### config.mk
export PLATFORM = sky130hd
export DESIGN_NAME = radc_ctrl
export DESIGN_NICKNAME = d
export VERILOG_FILES = /design/src/rtl/radc_pkg.sv /design/src/rtl/radc_ctrl.sv /design/src/rtl/radc_subsec.sv /design/src/rtl/radc_i2c.sv
export SDC_FILE = /design/constraint.sdc
export NUM_CORES = 1
export LEC_CHECK = 0
export ABC_AREA = 1
export BUFFER_PORTS_ARGS = -buffer_cell sky130_fd_sc_hd__buf_2
export CORE_UTILIZATION = 55
export CTS_CLUSTER_DIAMETER = 100
export DETAILED_ROUTE_END_ITERATION = 7
export MAX_ROUTING_LAYER = met4
export PLACE_DENSITY_LB_ADDON = 0.1
export SYNTH_ARGS = -nofsm -noshare
export SYNTH_HDL_FRONTEND = slang
export SYNTH_HIERARCHICAL = 1
export SYNTH_SLANG_ARGS = --single-unit
### constraint.sdc
create_clock -name CLK_IN -period 5.6 [get_ports CLK_IN]
set_clock_uncertainty 0.2 [all_clocks]
set_input_delay 1.12 -clock CLK_IN [delete_from_list [all_inputs] [get_ports CLK_IN]]
set_output_delay 1.12 -clock CLK_IN [all_outputs]
set_load 0.02 [all_outputs]
### src/rtl/radc_pkg.sv
// radc_pkg: register map, field positions, reset values and rates
package radc_pkg;

	// ------------------------------------------------------------
	// register offsets
	// ------------------------------------------------------------
	localparam logic [7:0] ADDR_SEC      = 8'h00;
	localparam logic [7:0] ADDR_HOUR     = 8'h02;
	localparam logic [7:0] ADDR_ALM_MON  = 8'h0C;
	localparam logic [7:0] ADDR_ALM_YEAR = 8'h0D;
	localparam logic [7:0] ADDR_CTRL     = 8'h10;
	localparam logic [7:0] ADDR_STAT     = 8'h11;
	localparam logic [7:0] ADDR_IRQC     = 8'h12;
	localparam int         NUM_TIME      = 7;
	localparam int         TIME_IDX_W    = 3;

	// ------------------------------------------------------------
	// field positions
	// ------------------------------------------------------------
	localparam int CB_VIEW  = 7;
	localparam int CB_SNAP  = 6;
	localparam int CB_LOAD  = 5;
	localparam int CB_TEST  = 4;
	localparam int CB_FMT   = 3;
	localparam int CB_AUTO  = 2;
	localparam int CB_ROUND = 1;
	localparam int CB_RUN   = 0;
	localparam int SB_RUN   = 1;
	localparam int IB_ALARM = 3;
	localparam int MB_TENS  = 4;
	localparam int UNITS_W  = 4;

	// ------------------------------------------------------------
	// reset values
	// ------------------------------------------------------------
	localparam logic [3:0] ALM_MON_UNITS_RST = 4'h1;
	localparam logic       ALM_MON_TENS_RST  = 1'b0;
	localparam logic [7:0] ALM_YEAR_RST      = 8'h00;
	localparam logic [7:0] CTRL_RST          = 8'h00;

	// ------------------------------------------------------------
	// rates and number formats
	// ------------------------------------------------------------
	localparam int         CLK_HZ    = 40_000_000;
	localparam int         TICK_HZ   = 32_768;
	localparam int         TICK_DIV  = CLK_HZ / TICK_HZ;
	localparam int         SUBSEC_W  = 15;
	localparam int         COMP_W    = 16;
	localparam logic [3:0] BYTE_BITS = 4'h8;
	localparam logic [4:0] BCD_TEN   = 5'h0A;
	localparam logic [4:0] NOON      = 5'h0C;

endpackage

### src/rtl/radc_ctrl.sv
// radc_ctrl: alarm month and year settings and calendar clock control
//
// What this block does
// - alarm month tens: one bit, reset zero
// - alarm month units: BCD, resets to one
// - alarm year tens: BCD, reset zero
// - alarm year units: BCD, reset zero
// - view zero reads live time registers
// - view one reads snapshot shadow copies
// - load bit loads counter with compensation
// - test mode with auto compensation set compensates at terminal count
// - format bit picks 24 or 12 hours
// - format change never disturbs the count
// - hour reads follow current format
// - auto compensation bit enables drift correction
// - rounding bit rounds time to minute
// - running flag follows run with delay
// - alarm enable raises one interrupt on match
`timescale 1ns/10ps
`default_nettype none
module radc_ctrl
	import radc_pkg::*;
#(
	// bus address of the device; value arbitrary
	parameter logic [6:0] DEV_ADDR = 7'h2D,
	parameter int         DIV      = TICK_DIV
)(
	input  wire logic              CLK_IN,
	input  wire logic              RST_IN,
	input  wire logic              SCL_IN,
	input  wire logic              SDA_IN,
	output logic                   SDA_OUT,
	output logic                   SDA_OE_OUT,
	input  wire logic [7:0]        LIVE_SEC_IN,
	input  wire logic [7:0]        LIVE_MIN_IN,
	input  wire logic [7:0]        LIVE_HOUR_IN,
	input  wire logic [7:0]        LIVE_DAY_IN,
	input  wire logic [7:0]        LIVE_MON_IN,
	input  wire logic [7:0]        LIVE_YEAR_IN,
	input  wire logic [7:0]        LIVE_WDAY_IN,
	input  wire logic [COMP_W-1:0] COMP_VALUE_IN,
	input  wire logic              ALARM_LOW_MATCH_IN,
	input  wire logic              ROUND_DONE_IN,
	output logic                   RUN_OUT,
	output logic                   SEC_TICK_OUT,
	output logic                   COMP_APPLY_OUT,
	output logic                   HOUR_12_OUT,
	output logic                   ROUND_REQ_OUT,
	output logic                   ALARM_IRQ_OUT
);

	// ------------------------------------------------------------
	// state
	// ------------------------------------------------------------
	typedef struct packed {
		logic                     mon_tens;
		logic [3:0]               mon_units;
		logic [7:0]               year;
		logic [7:0]               ctrl;
		logic                     irq_en;
		logic                     load_p;
		logic                     round_req;
		logic                     match_d;
		logic                     alarm_irq;
		logic                     sda_lo;
		logic [NUM_TIME-1:0][7:0] shadow;
	} radc_state_s;

	localparam radc_state_s ST_RST = '{
		mon_tens:  ALM_MON_TENS_RST,
		mon_units: ALM_MON_UNITS_RST,
		year:      ALM_YEAR_RST,
		ctrl:      CTRL_RST,
		irq_en:    1'b0,
		load_p:    1'b0,
		round_req: 1'b0,
		match_d:   1'b0,
		alarm_irq: 1'b0,
		sda_lo:    1'b0,
		shadow:    '0
	};

	radc_state_s              q_r;
	radc_state_s              q_nxt;
	logic [NUM_TIME-1:0][7:0] live;
	logic                     wr_stb;
	logic [7:0]               addr;
	logic [7:0]               wdata;
	logic [7:0]               rdata;
	logic [7:0]               tv;
	logic [7:0]               hour_shown;
	logic [TIME_IDX_W-1:0]    tidx;
	logic                     running;
	logic                     hour_top;
	logic                     match;
	logic                     rnd;

	// live time in register order
	assign live[0] = LIVE_SEC_IN;
	assign live[1] = LIVE_MIN_IN;
	assign live[2] = LIVE_HOUR_IN;
	assign live[3] = LIVE_DAY_IN;
	assign live[4] = LIVE_MON_IN;
	assign live[5] = LIVE_YEAR_IN;
	assign live[6] = LIVE_WDAY_IN;
	assign tidx = addr[TIME_IDX_W-1:0];
	assign hour_top = (LIVE_MIN_IN == 8'h00) && (LIVE_SEC_IN == 8'h00);

	// ------------------------------------------------------------
	// 24-hour BCD to 12-hour BCD with pm flag in bit 7
	// ------------------------------------------------------------
	function automatic logic [7:0] hour_to_12(input logic [7:0] h24);
		logic [4:0] bin;
		logic [4:0] b12;
		logic       pm;
		logic       tens;
		logic [3:0] units;
		bin = 5'(h24[5:4]) * BCD_TEN + 5'(h24[3:0]);
		pm = (bin >= NOON);
		if (bin == 5'h00) begin
			b12 = NOON;
		end else if (bin > NOON) begin
			b12 = bin - NOON;
		end else begin
			b12 = bin;
		end
		tens = (b12 >= BCD_TEN);
		units = tens ? 4'(b12 - BCD_TEN) : b12[3:0];
		return {pm, 2'h0, tens, units};
	endfunction

	// ------------------------------------------------------------
	// register writes, snapshot, alarm match
	// ------------------------------------------------------------
	always_comb begin
		q_nxt = q_r;
		q_nxt.load_p = 1'b0;
		q_nxt.round_req = 1'b0;
		if (ROUND_DONE_IN) begin
			q_nxt.ctrl[CB_ROUND] = 1'b0;
		end
		rnd = q_nxt.ctrl[CB_ROUND];
		if (wr_stb) begin
			unique case (addr)
				ADDR_ALM_MON: begin
					q_nxt.mon_tens = wdata[MB_TENS];
					q_nxt.mon_units = wdata[UNITS_W-1:0];
				end
				ADDR_ALM_YEAR: begin
					q_nxt.year = wdata;
				end
				ADDR_CTRL: begin
					// only a 0 to 1 change of the snapshot bit captures
					if (wdata[CB_SNAP] && !q_r.ctrl[CB_SNAP]) begin
						q_nxt.shadow = live;
					end
					q_nxt.load_p = wdata[CB_LOAD];
					q_nxt.round_req = wdata[CB_ROUND];
					// fmt, test, auto, view and run simply stored
					q_nxt.ctrl = wdata;
					// a set in the same cycle as done wins
					q_nxt.ctrl[CB_ROUND] = rnd || wdata[CB_ROUND];
				end
				ADDR_IRQC: begin
					q_nxt.irq_en = wdata[IB_ALARM];
				end
				default: begin
				end
			endcase
		end
		q_nxt.match_d = match;
		q_nxt.alarm_irq = match && !q_r.match_d && q_r.irq_en;
	end

	// ------------------------------------------------------------
	// alarm compare
	// ------------------------------------------------------------
	always_comb begin
		// level compare; the edge is taken in the state
		match = ALARM_LOW_MATCH_IN;
		if (LIVE_MON_IN != {3'h0, q_r.mon_tens, q_r.mon_units}) begin
			match = 1'b0;
		end
		if (LIVE_YEAR_IN != q_r.year) begin
			match = 1'b0;
		end
	end

	// ------------------------------------------------------------
	// time register view and hour presentation
	// ------------------------------------------------------------
	always_comb begin
		// index 7 has no time register behind it
		tv = 8'h00;
		if (tidx < TIME_IDX_W'(NUM_TIME)) begin
			if (q_r.ctrl[CB_VIEW]) begin
				tv = q_r.shadow[tidx];
			end else begin
				tv = live[tidx];
			end
		end
		hour_shown = tv;
		if (addr == ADDR_HOUR && q_r.ctrl[CB_FMT]) begin
			hour_shown = hour_to_12(tv);
		end
	end

	// ------------------------------------------------------------
	// read data
	// ------------------------------------------------------------
	always_comb begin
		rdata = 8'h00;
		if (addr < 8'(NUM_TIME)) begin
			rdata = hour_shown;
		end else begin
			unique case (addr)
				ADDR_ALM_MON: begin
					rdata = {3'h0, q_r.mon_tens, q_r.mon_units};
				end
				ADDR_ALM_YEAR: begin
					rdata = q_r.year;
				end
				ADDR_CTRL: begin
					rdata = q_r.ctrl;
				end
				ADDR_STAT: begin
					rdata[SB_RUN] = running;
				end
				ADDR_IRQC: begin
					rdata[IB_ALARM] = q_r.irq_en;
				end
				default: begin
					rdata = 8'h00;
				end
			endcase
		end
	end

	// ------------------------------------------------------------
	// state register
	// ------------------------------------------------------------
	always_ff @(posedge CLK_IN or posedge RST_IN) begin
		if (RST_IN) begin
			q_r <= ST_RST;
		end else begin
			q_r <= q_nxt;
		end
	end

	// ------------------------------------------------------------
	// control interface and sub-second counter
	// ------------------------------------------------------------
	radc_i2c #(
		.DEV_ADDR (DEV_ADDR)
	) u_i2c (
		.clk_in     (CLK_IN),
		.rst_in     (RST_IN),
		.scl_in     (SCL_IN),
		.sda_in     (SDA_IN),
		.rdata_in   (rdata),
		.sda_oe_out (SDA_OE_OUT),
		.wr_stb_out (wr_stb),
		.addr_out   (addr),
		.wdata_out  (wdata)
	);

	radc_subsec #(
		.DIV   (DIV),
		.CNT_W (SUBSEC_W)
	) u_subsec (
		.clk_in       (CLK_IN),
		.rst_in       (RST_IN),
		.run_req_in   (q_r.ctrl[CB_RUN]),
		.load_in      (q_r.load_p),
		.load_val_in  (COMP_VALUE_IN),
		.test_mode_in (q_r.ctrl[CB_TEST]),
		.auto_comp_in (q_r.ctrl[CB_AUTO]),
		.hour_top_in  (hour_top),
		.running_out  (running),
		.sec_tick_out (SEC_TICK_OUT),
		.comp_out     (COMP_APPLY_OUT)
	);

	// ------------------------------------------------------------
	// outputs
	// ------------------------------------------------------------
	// counting stays 24-hour; format only changes presentation
	assign HOUR_12_OUT   = q_r.ctrl[CB_FMT];
	assign RUN_OUT       = running;
	assign ROUND_REQ_OUT = q_r.round_req;
	assign ALARM_IRQ_OUT = q_r.alarm_irq;
	assign SDA_OUT       = q_r.sda_lo;

endmodule // radc_ctrl
`default_nettype wire

### src/rtl/radc_subsec.sv
// radc_subsec: 32-kHz enable divider, run resync and sub-second counter
`timescale 1ns/10ps
`default_nettype none
module radc_subsec
	import radc_pkg::*;
#(
	parameter int DIV   = TICK_DIV,
	parameter int CNT_W = SUBSEC_W
)(
	input  wire logic              clk_in,
	input  wire logic              rst_in,
	input  wire logic              run_req_in,
	input  wire logic              load_in,
	input  wire logic [COMP_W-1:0] load_val_in,
	input  wire logic              test_mode_in,
	input  wire logic              auto_comp_in,
	input  wire logic              hour_top_in,
	output logic                   running_out,
	output logic                   sec_tick_out,
	output logic                   comp_out
);

	localparam int DIV_W = $clog2(DIV);

	typedef struct packed {
		logic [DIV_W-1:0] div;
		logic             run_s1;
		logic             run_s2;
		logic [CNT_W-1:0] cnt;
		logic             sec;
		logic             comp;
	} radc_sub_s;

	radc_sub_s q_r;
	radc_sub_s q_nxt;
	logic      tick;

	always_comb begin
		q_nxt = q_r;
		q_nxt.sec = 1'b0;
		q_nxt.comp = 1'b0;
		tick = (q_r.div == DIV_W'(DIV - 1));
		q_nxt.div = tick ? '0 : q_r.div + 1'b1;
		// run change takes two 32-kHz ticks to show
		if (tick) begin
			q_nxt.run_s1 = run_req_in;
			q_nxt.run_s2 = q_r.run_s1;
		end
		if (load_in) begin
			q_nxt.cnt = load_val_in[CNT_W-1:0];
		end else if (tick && q_r.run_s2) begin
			q_nxt.cnt = q_r.cnt + 1'b1;
			if (&q_r.cnt) begin
				q_nxt.sec = 1'b1;
				// with auto set, test mode compensates at every terminal count
				q_nxt.comp = auto_comp_in && (test_mode_in || hour_top_in);
			end
		end
	end

	always_ff @(posedge clk_in or posedge rst_in) begin
		if (rst_in) begin
			q_r <= '0;
		end else begin
			q_r <= q_nxt;
		end
	end

	assign running_out  = q_r.run_s2;
	assign sec_tick_out = q_r.sec;
	assign comp_out     = q_r.comp;

endmodule // radc_subsec
`default_nettype wire

### src/rtl/radc_i2c.sv
// radc_i2c: control-interface slave with register pointer
`timescale 1ns/10ps
`default_nettype none
module radc_i2c
	import radc_pkg::*;
#(
	parameter logic [6:0] DEV_ADDR = 7'h2D
)(
	input  wire logic       clk_in,
	input  wire logic       rst_in,
	input  wire logic       scl_in,
	input  wire logic       sda_in,
	input  wire logic [7:0] rdata_in,
	output logic            sda_oe_out,
	output logic            wr_stb_out,
	output logic [7:0]      addr_out,
	output logic [7:0]      wdata_out
);

	typedef enum logic [2:0] {
		I_IDLE, I_DEV, I_REG, I_WR, I_ACK, I_RD, I_RACK
	} radc_i2c_st_e;

	typedef struct packed {
		logic         scl_s1;
		logic         scl_s2;
		logic         scl_d;
		logic         sda_s1;
		logic         sda_s2;
		logic         sda_d;
		radc_i2c_st_e st;
		radc_i2c_st_e ret;
		logic [3:0]   bits;
		logic [7:0]   sh;
		logic [7:0]   ptr;
		logic         oe;
		logic         wr;
	} radc_i2c_s;

	localparam radc_i2c_s ST_RST = '{scl_s1: 1'b1, scl_s2: 1'b1,
		scl_d: 1'b1, sda_s1: 1'b1, sda_s2: 1'b1, sda_d: 1'b1,
		st: I_IDLE, ret: I_IDLE, default: '0};

	radc_i2c_s q_r;
	radc_i2c_s q_nxt;
	logic      rise;
	logic      fall;
	logic      start;
	logic      stop;

	always_comb begin
		q_nxt = q_r;
		q_nxt.wr = 1'b0;
		q_nxt.scl_s1 = scl_in;
		q_nxt.scl_s2 = q_r.scl_s1;
		q_nxt.scl_d = q_r.scl_s2;
		q_nxt.sda_s1 = sda_in;
		q_nxt.sda_s2 = q_r.sda_s1;
		q_nxt.sda_d = q_r.sda_s2;
		rise = q_r.scl_s2 && !q_r.scl_d;
		fall = !q_r.scl_s2 && q_r.scl_d;
		start = q_r.scl_s2 && q_r.scl_d && q_r.sda_d && !q_r.sda_s2;
		stop = q_r.scl_s2 && q_r.scl_d && !q_r.sda_d && q_r.sda_s2;
		// pointer steps after each written byte
		if (q_r.wr) begin
			q_nxt.ptr = q_r.ptr + 8'h01;
		end
		if (start) begin
			q_nxt.st = I_DEV;
			q_nxt.bits = '0;
			q_nxt.oe = 1'b0;
		end else if (stop) begin
			q_nxt.st = I_IDLE;
			q_nxt.oe = 1'b0;
		end else begin
			unique case (q_r.st)
				I_IDLE: begin
				end
				I_DEV, I_REG, I_WR: begin
					if (rise) begin
						q_nxt.sh = {q_r.sh[6:0], q_r.sda_s2};
						q_nxt.bits = q_r.bits + 4'h1;
					end else if (fall && q_r.bits == BYTE_BITS) begin
						q_nxt.st = I_ACK;
						q_nxt.oe = 1'b1;
						q_nxt.ret = I_WR;
						if (q_r.st == I_DEV) begin
							q_nxt.ret = q_r.sh[0] ? I_RD : I_REG;
							if (q_r.sh[7:1] != DEV_ADDR) begin
								q_nxt.st = I_IDLE;
								q_nxt.oe = 1'b0;
							end
						end else if (q_r.st == I_REG) begin
							q_nxt.ptr = q_r.sh;
						end else begin
							q_nxt.wr = 1'b1;
						end
					end
				end
				I_ACK: begin
					if (fall) begin
						q_nxt.st = q_r.ret;
						q_nxt.bits = '0;
						q_nxt.oe = 1'b0;
						if (q_r.ret == I_RD) begin
							q_nxt.oe = !rdata_in[7];
							q_nxt.sh = {rdata_in[6:0], 1'b0};
							q_nxt.bits = 4'h1;
						end
					end
				end
				I_RD: begin
					if (fall) begin
						if (q_r.bits == BYTE_BITS) begin
							q_nxt.oe = 1'b0;
							q_nxt.st = I_RACK;
						end else begin
							q_nxt.oe = !q_r.sh[7];
							q_nxt.sh = {q_r.sh[6:0], 1'b0};
							q_nxt.bits = q_r.bits + 4'h1;
						end
					end
				end
				I_RACK: begin
					if (rise) begin
						if (q_r.sda_s2) begin
							q_nxt.st = I_IDLE;
						end else begin
							q_nxt.ptr = q_r.ptr + 8'h01;
							q_nxt.st = I_ACK;
							q_nxt.ret = I_RD;
						end
					end
				end
			endcase
		end
	end

	always_ff @(posedge clk_in or posedge rst_in) begin
		if (rst_in) begin
			q_r <= ST_RST;
		end else begin
			q_r <= q_nxt;
		end
	end

	assign sda_oe_out = q_r.oe;
	assign wr_stb_out = q_r.wr;
	assign addr_out   = q_r.ptr;
	assign wdata_out  = q_r.sh;

endmodule // radc_i2c
`default_nettype wire

==> run summary <==
In this run the clock root is driven by a sky130_fd_sc_hd__clkbuf_16. The largest net degree at the start of global routing is 58. Leaving out fill and tap cells, the most frequent cells in the layout are sky130_fd_sc_hd__nand2_1, sky130_fd_sc_hd__inv_1, sky130_fd_sc_hd__dfrtp_1, sky130_fd_sc_hd__o21ai_0, sky130_fd_sc_hd__nand3_1. The number of global-route vias before repair came to 7,669. The first detailed-routing pass ran for 5 iterations. The data required time at the worst endpoint is 5.71 ns. The die area is 17,200 um^2. The residual overflow from global routing is 0. The number of enable-type register cells in the synthesized netlist is 0. The total number of clock tree sinks is 146. After routing the design area is 10,200 um^2.

The power share of the clock group came out at 0.342. Along the worst hold path, the cell count comes to 0. The number of warnings reported in the yosys synthesis log came out at 6. The synthesized netlist contains 58 unique library cells. The share of synthesized area spent on multiplexers came out at 0.00369. The count of buffers added by post-CTS timing repair for setup came out at 0. The worst setup path is launched from a flip-flop. At the pin with the least slew margin, the transition time is 0.870 ns. In the synthesized netlist the dominant register cell turns out to be sky130_fd_sc_hd__dfrtp_1. The switching fraction of total power came out at 0.367.

The post-synthesis cell area came out at 9160 um^2. The number of H-tree levels came out at 4. The adder and majority cell fraction of the synthesized area is 0.0158. The sequential share of power is 0.351. The relative slew slack came out at 0.418. The CTS tree is built.

The fraction of layout instances using a drive strength above 1 is 0.169. Counting every net in the synthesized netlist gives 1,327. The number of antenna violations at the first check in global routing came to 1. The aggregate routed wire length is 23.6 mm. The violation count after the first detailed-route iteration came out at 691.

The startpoint of the tightest hold check path is u_i2c/q_nxt[32]$_DFF_PP1_. The share of the synthesized area in compound gates (AO/OA/AOI/OAI) is 0.137. The number of fillers in the final layout came out at 1,461. The share of the Yosys chip area taken by registers is 0.400. Of the available clock period, the critical path in the final layout requires 0.892. The net switching power of the design came out at 1.28 mW. The power density of the placed cells is 341 nW/um^2. The number of input and output port buffers inserted is 83.

For the final routed database, the setup TNS stands at 0 ns. The per-instance average area after synthesis is 7.40 um^2. In this run the critical register-to-register path is launched from u_i2c/addr_out[1]$_DFF_PP0_. The chip width is 131 um. The share of total power in combinational logic is 0.307. Summing all placed instances gives a cell area of 9600 um^2. The insertion delay of the later-clocked pin in the worst-skew pair came out at 0.43 ns. In the global route stage, overall resource usage came out at 0.298.

For this run, asynchronously set or reset flops after synthesis account for 1.00. The post-detailed-placement half-perimeter wirelength came out at 16.8 mm. The wire length of the first global-routing pass came out at 38.0 mm. After synthesis the netlist holds a flip-flop and latch count of 146. The number of instances in the synthesized netlist came out at 1,238. The number of buffers created by CTS is 17. The post-detailed-route wirelength per cell is 15.4 um. From bottom edge to top edge, the die measures 131 um. The post-route antenna net violation count came out at 0.

The library cell used most frequently in the layout, excluding fill and tap cells, is sky130_fd_sc_hd__nand2_1. STA classifies the critical path endpoint as a flip-flop. The clock transition time at the flip-flop clock pins of the worst setup and hold paths is 0.06 ns. Summed over all cells, the static leakage comes to 5.20 nW. Of all nets on the critical path, the largest fanout is 8. The path with the worst hold slack has its endpoint at u_i2c/q_nxt[31]$_DFF_PP1_. Of the total synthesized cell area, the portion taken by XOR and XNOR cells is 0.0143. The number of pins with negative max-slew slack in the final report is 0. The number of placed instances with taps included came out at 1,495.

The area inside the core boundary is 16,100 um^2. The share of the core filled with cells came out at 0.636. The hold buffer count at CTS is 0. The type of the setup path with the least slack is flip-flop to flip-flop.

In this run the critical register-to-register path is captured at u_i2c/wdata_out[5]$_DFFE_PP0P_. The simple-gate area share of the yosys netlist is 0.319. The number of design rule violations left after detail routing is 0. The shortest clock period the worst path allows after layout came out at 4.99 ns. The arrival time of data at the critical path endpoint is 5.10 ns. Across all register-to-register paths, the minimum setup slack is 0.61 ns.

By area, the combinational part of the netlist is dominated by simple AND/OR/NAND/NOR gates. The via count came out at 8,334. The highest clock frequency the design can meet came out at 200 MHz.

No sink is reached through more buffers than the 2 on the longest clock path. The via count normalized by instance count is 5.45. The path category of the worst min-delay check is flip-flop to flip-flop.

The post-layout instance count excluding filler cells came out at 1,528. The signed area change from the synthesized netlist to the final layout is 11.5%. The row count came out at 46. The worst vdd rail ir drop came out at 0.255 mV. The run finished with clean final reports. Gates resized during post-CTS repair numbered 0. The placer congestion estimate is 0.939.

Setup repair after global routing left no endpoint under its margin. The number of nets in the layout is 1,387. The number of maximum-capacitance violations came out at 0. The internal power came out at 2.21 mW. The number of failing hold endpoints at the final stage came out at 0.

The I/O pin total is 86. The initial utilization of the core area, before any placement, comes to 0.571. Setup violations remaining at the end of the flow were counted as 0. The number of cells on the worst reg-to-reg path is 23.
==> power by group through the flow <==
stage | Clock, mW | Combinational [mW] | Sequential [mW]
after global placement | 0 | 1.03 | 1.24
after floorplan | 0 | 0.888 | 1.20
after global routing | 1.25 | 1.20 | 1.23
after detailed placement | 0 | 1.05 | 1.24
final | 1.19 | 1.07 | 1.22
after CTS | 1.21 | 1.06 | 1.22
==> logic make-up (layout without fill, tap and decap cells) <==
| kind of cell | Yosys count | in the layout |
|---|---|---|
| and+or+nand+nor | 623 | 623 |
| buffers and inverters | 229 | 302 |
| AOI/OAI and AO/OA | 210 | 210 |
| DFF | 146 | 146 |
| xor gates and xnor gates | 15 | 15 |
| adders and majority gates | 11 | 11 |
| muxes | 3 | 3 |
| other | 1 | 2 |
==> state kept, by name, summed over array words and instances, names as in the netlist <==
| signal | count |
|---|---|
| u_subsec/q_r | 27 |
| u_i2c/wr_stb_out | 1 |
| ALARM_IRQ_OUT | 1 |
| u_i2c/wdata_out | 8 |
| u_subsec/running_out | 1 |
| u_subsec/sec_tick_out | 1 |
| HOUR_12_OUT | 1 |
| u_i2c/addr_out | 8 |
| q_r | 79 |
| u_i2c/q_r | 12 |
| u_i2c/sda_oe_out | 1 |
| ROUND_REQ_OUT | 1 |
| u_i2c/q_nxt | 4 |
| u_subsec/comp_out | 1 |
==> Yosys cell counts, drive strengths merged, types with 3 or more instances <==
| master | number | area, um^2 |
|---|---|---|
| clkinv | 3 | 12.5 |
| nor4 | 4 | 31.3 |
| a211oi | 4 | 30.0 |
| a22oi | 6 | 45.0 |
| ha | 10 | 125 |
| o22ai | 19 | 119 |
| nor3 | 8 | 56.3 |
| xnor2 | 4 | 35.0 |
| nand3 | 112 | 646 |
| mux2 | 3 | 33.8 |
| o221ai | 3 | 26.3 |
| dfrtp | 139 | 3480 |
| o21ai | 121 | 632 |
| xor2 | 11 | 96.3 |
| a21oi | 23 | 126 |
| buf | 39 | 284 |
| nand2 | 372 | 1490 |
| o2111ai | 3 | 26.3 |
| clkbuf | 15 | 56.3 |
| a221oi | 10 | 87.6 |
| o32ai | 3 | 26.3 |
| inv | 172 | 651 |
| nand4 | 30 | 224 |
| dfstp | 7 | 184 |
| nor2 | 92 | 439 |
| o211ai | 10 | 75.1 |
==> critical path, stage by stage (launching register included) <==
cell and delay [ns]:
sky130_fd_sc_hd__dfrtp_1 0.41, sky130_fd_sc_hd__nor2_1 0.65, sky130_fd_sc_hd__inv_2 0.28, sky130_fd_sc_hd__o22ai_1 0.19
sky130_fd_sc_hd__a211oi_1 0.10, sky130_fd_sc_hd__o32ai_1 0.64, sky130_fd_sc_hd__ha_1 0.41, sky130_fd_sc_hd__nand2_1 0.07
sky130_fd_sc_hd__nand2_1 0.05, sky130_fd_sc_hd__a31oi_1 0.21, sky130_fd_sc_hd__inv_1 0.11, sky130_fd_sc_hd__nand2_4 0.08
sky130_fd_sc_hd__nand2_4 0.06, sky130_fd_sc_hd__nand3_1 0.10, sky130_fd_sc_hd__inv_1 0.05, sky130_fd_sc_hd__nor2_1 0.15
sky130_fd_sc_hd__ha_1 0.20, sky130_fd_sc_hd__inv_1 0.05, sky130_fd_sc_hd__nand2_2 0.10, sky130_fd_sc_hd__nand3_2 0.11
sky130_fd_sc_hd__o21bai_1 0.20, sky130_fd_sc_hd__o2111ai_1 0.15, sky130_fd_sc_hd__a22oi_1 0.22, sky130_fd_sc_hd__o21ai_2 0.09
==> area by class of cell <==
| cell class | instances | area [um^2] | share of cell area |
|---|---|---|---|
| flip-flops and latches | 146 | 3660 | 0.359 |
| diodes | 1 | 2.50 | 0.000245 |
| clock inverters | 11 | 151 | 0.0148 |
| inverters | 175 | 664 | 0.0651 |
| repair buffers | 95 | 505 | 0.0495 |
| well taps | 216 | 270 | 0.0265 |
| clock buffers | 21 | 460 | 0.0451 |
| multi-input cells | 863 | 4500 | 0.440 |
==> routing by layer <==
metal  routed length (um)  part of all wire  GRT usage
met4                  331             0.014     0.0798
met2                10900              0.46      0.456
met1                10700              0.45      0.404
met3                 1660             0.070     0.0593
met5                    0                 0          -
==> worst max-delay path by stage <==
stage / from / endpoint / slack [ns] / cells past startpoint
CTS: u_i2c/addr_out[1]$_DFF_PP0_ / u_i2c/wdata_out[5]$_DFFE_PP0P_ / 0.77 / 23
floorplan: LIVE_MON_IN[1] / u_i2c/wdata_out[5]$_DFFE_PP0P_ / 1.50 / 21
detailed placement: u_i2c/addr_out[1]$_DFF_PP0_ / u_i2c/wdata_out[5]$_DFFE_PP0P_ / 0.80 / 23
global placement: u_i2c/addr_out[1]$_DFF_PP0_ / u_i2c/wdata_out[5]$_DFFE_PP0P_ / 0.87 / 23
finish: u_i2c/addr_out[1]$_DFF_PP0_ / u_i2c/wdata_out[5]$_DFFE_PP0P_ / 0.61 / 23
global route: u_i2c/addr_out[0]$_DFF_PP0_ / u_i2c/wdata_out[5]$_DFFE_PP0P_ / 0.24 / 22
==> stage by stage <==
stage	hold slack (ns)	setup slack, ns	power, mW
floorplan	0.145	1.50	2.09
global placement	0.146	0.868	2.26
detailed placement	0.148	0.804	2.29
CTS	0.157	0.769	3.49
global route	0.161	0.235	3.68
finish	0.156	0.607	3.49
(Power assumes the default switching activity.)
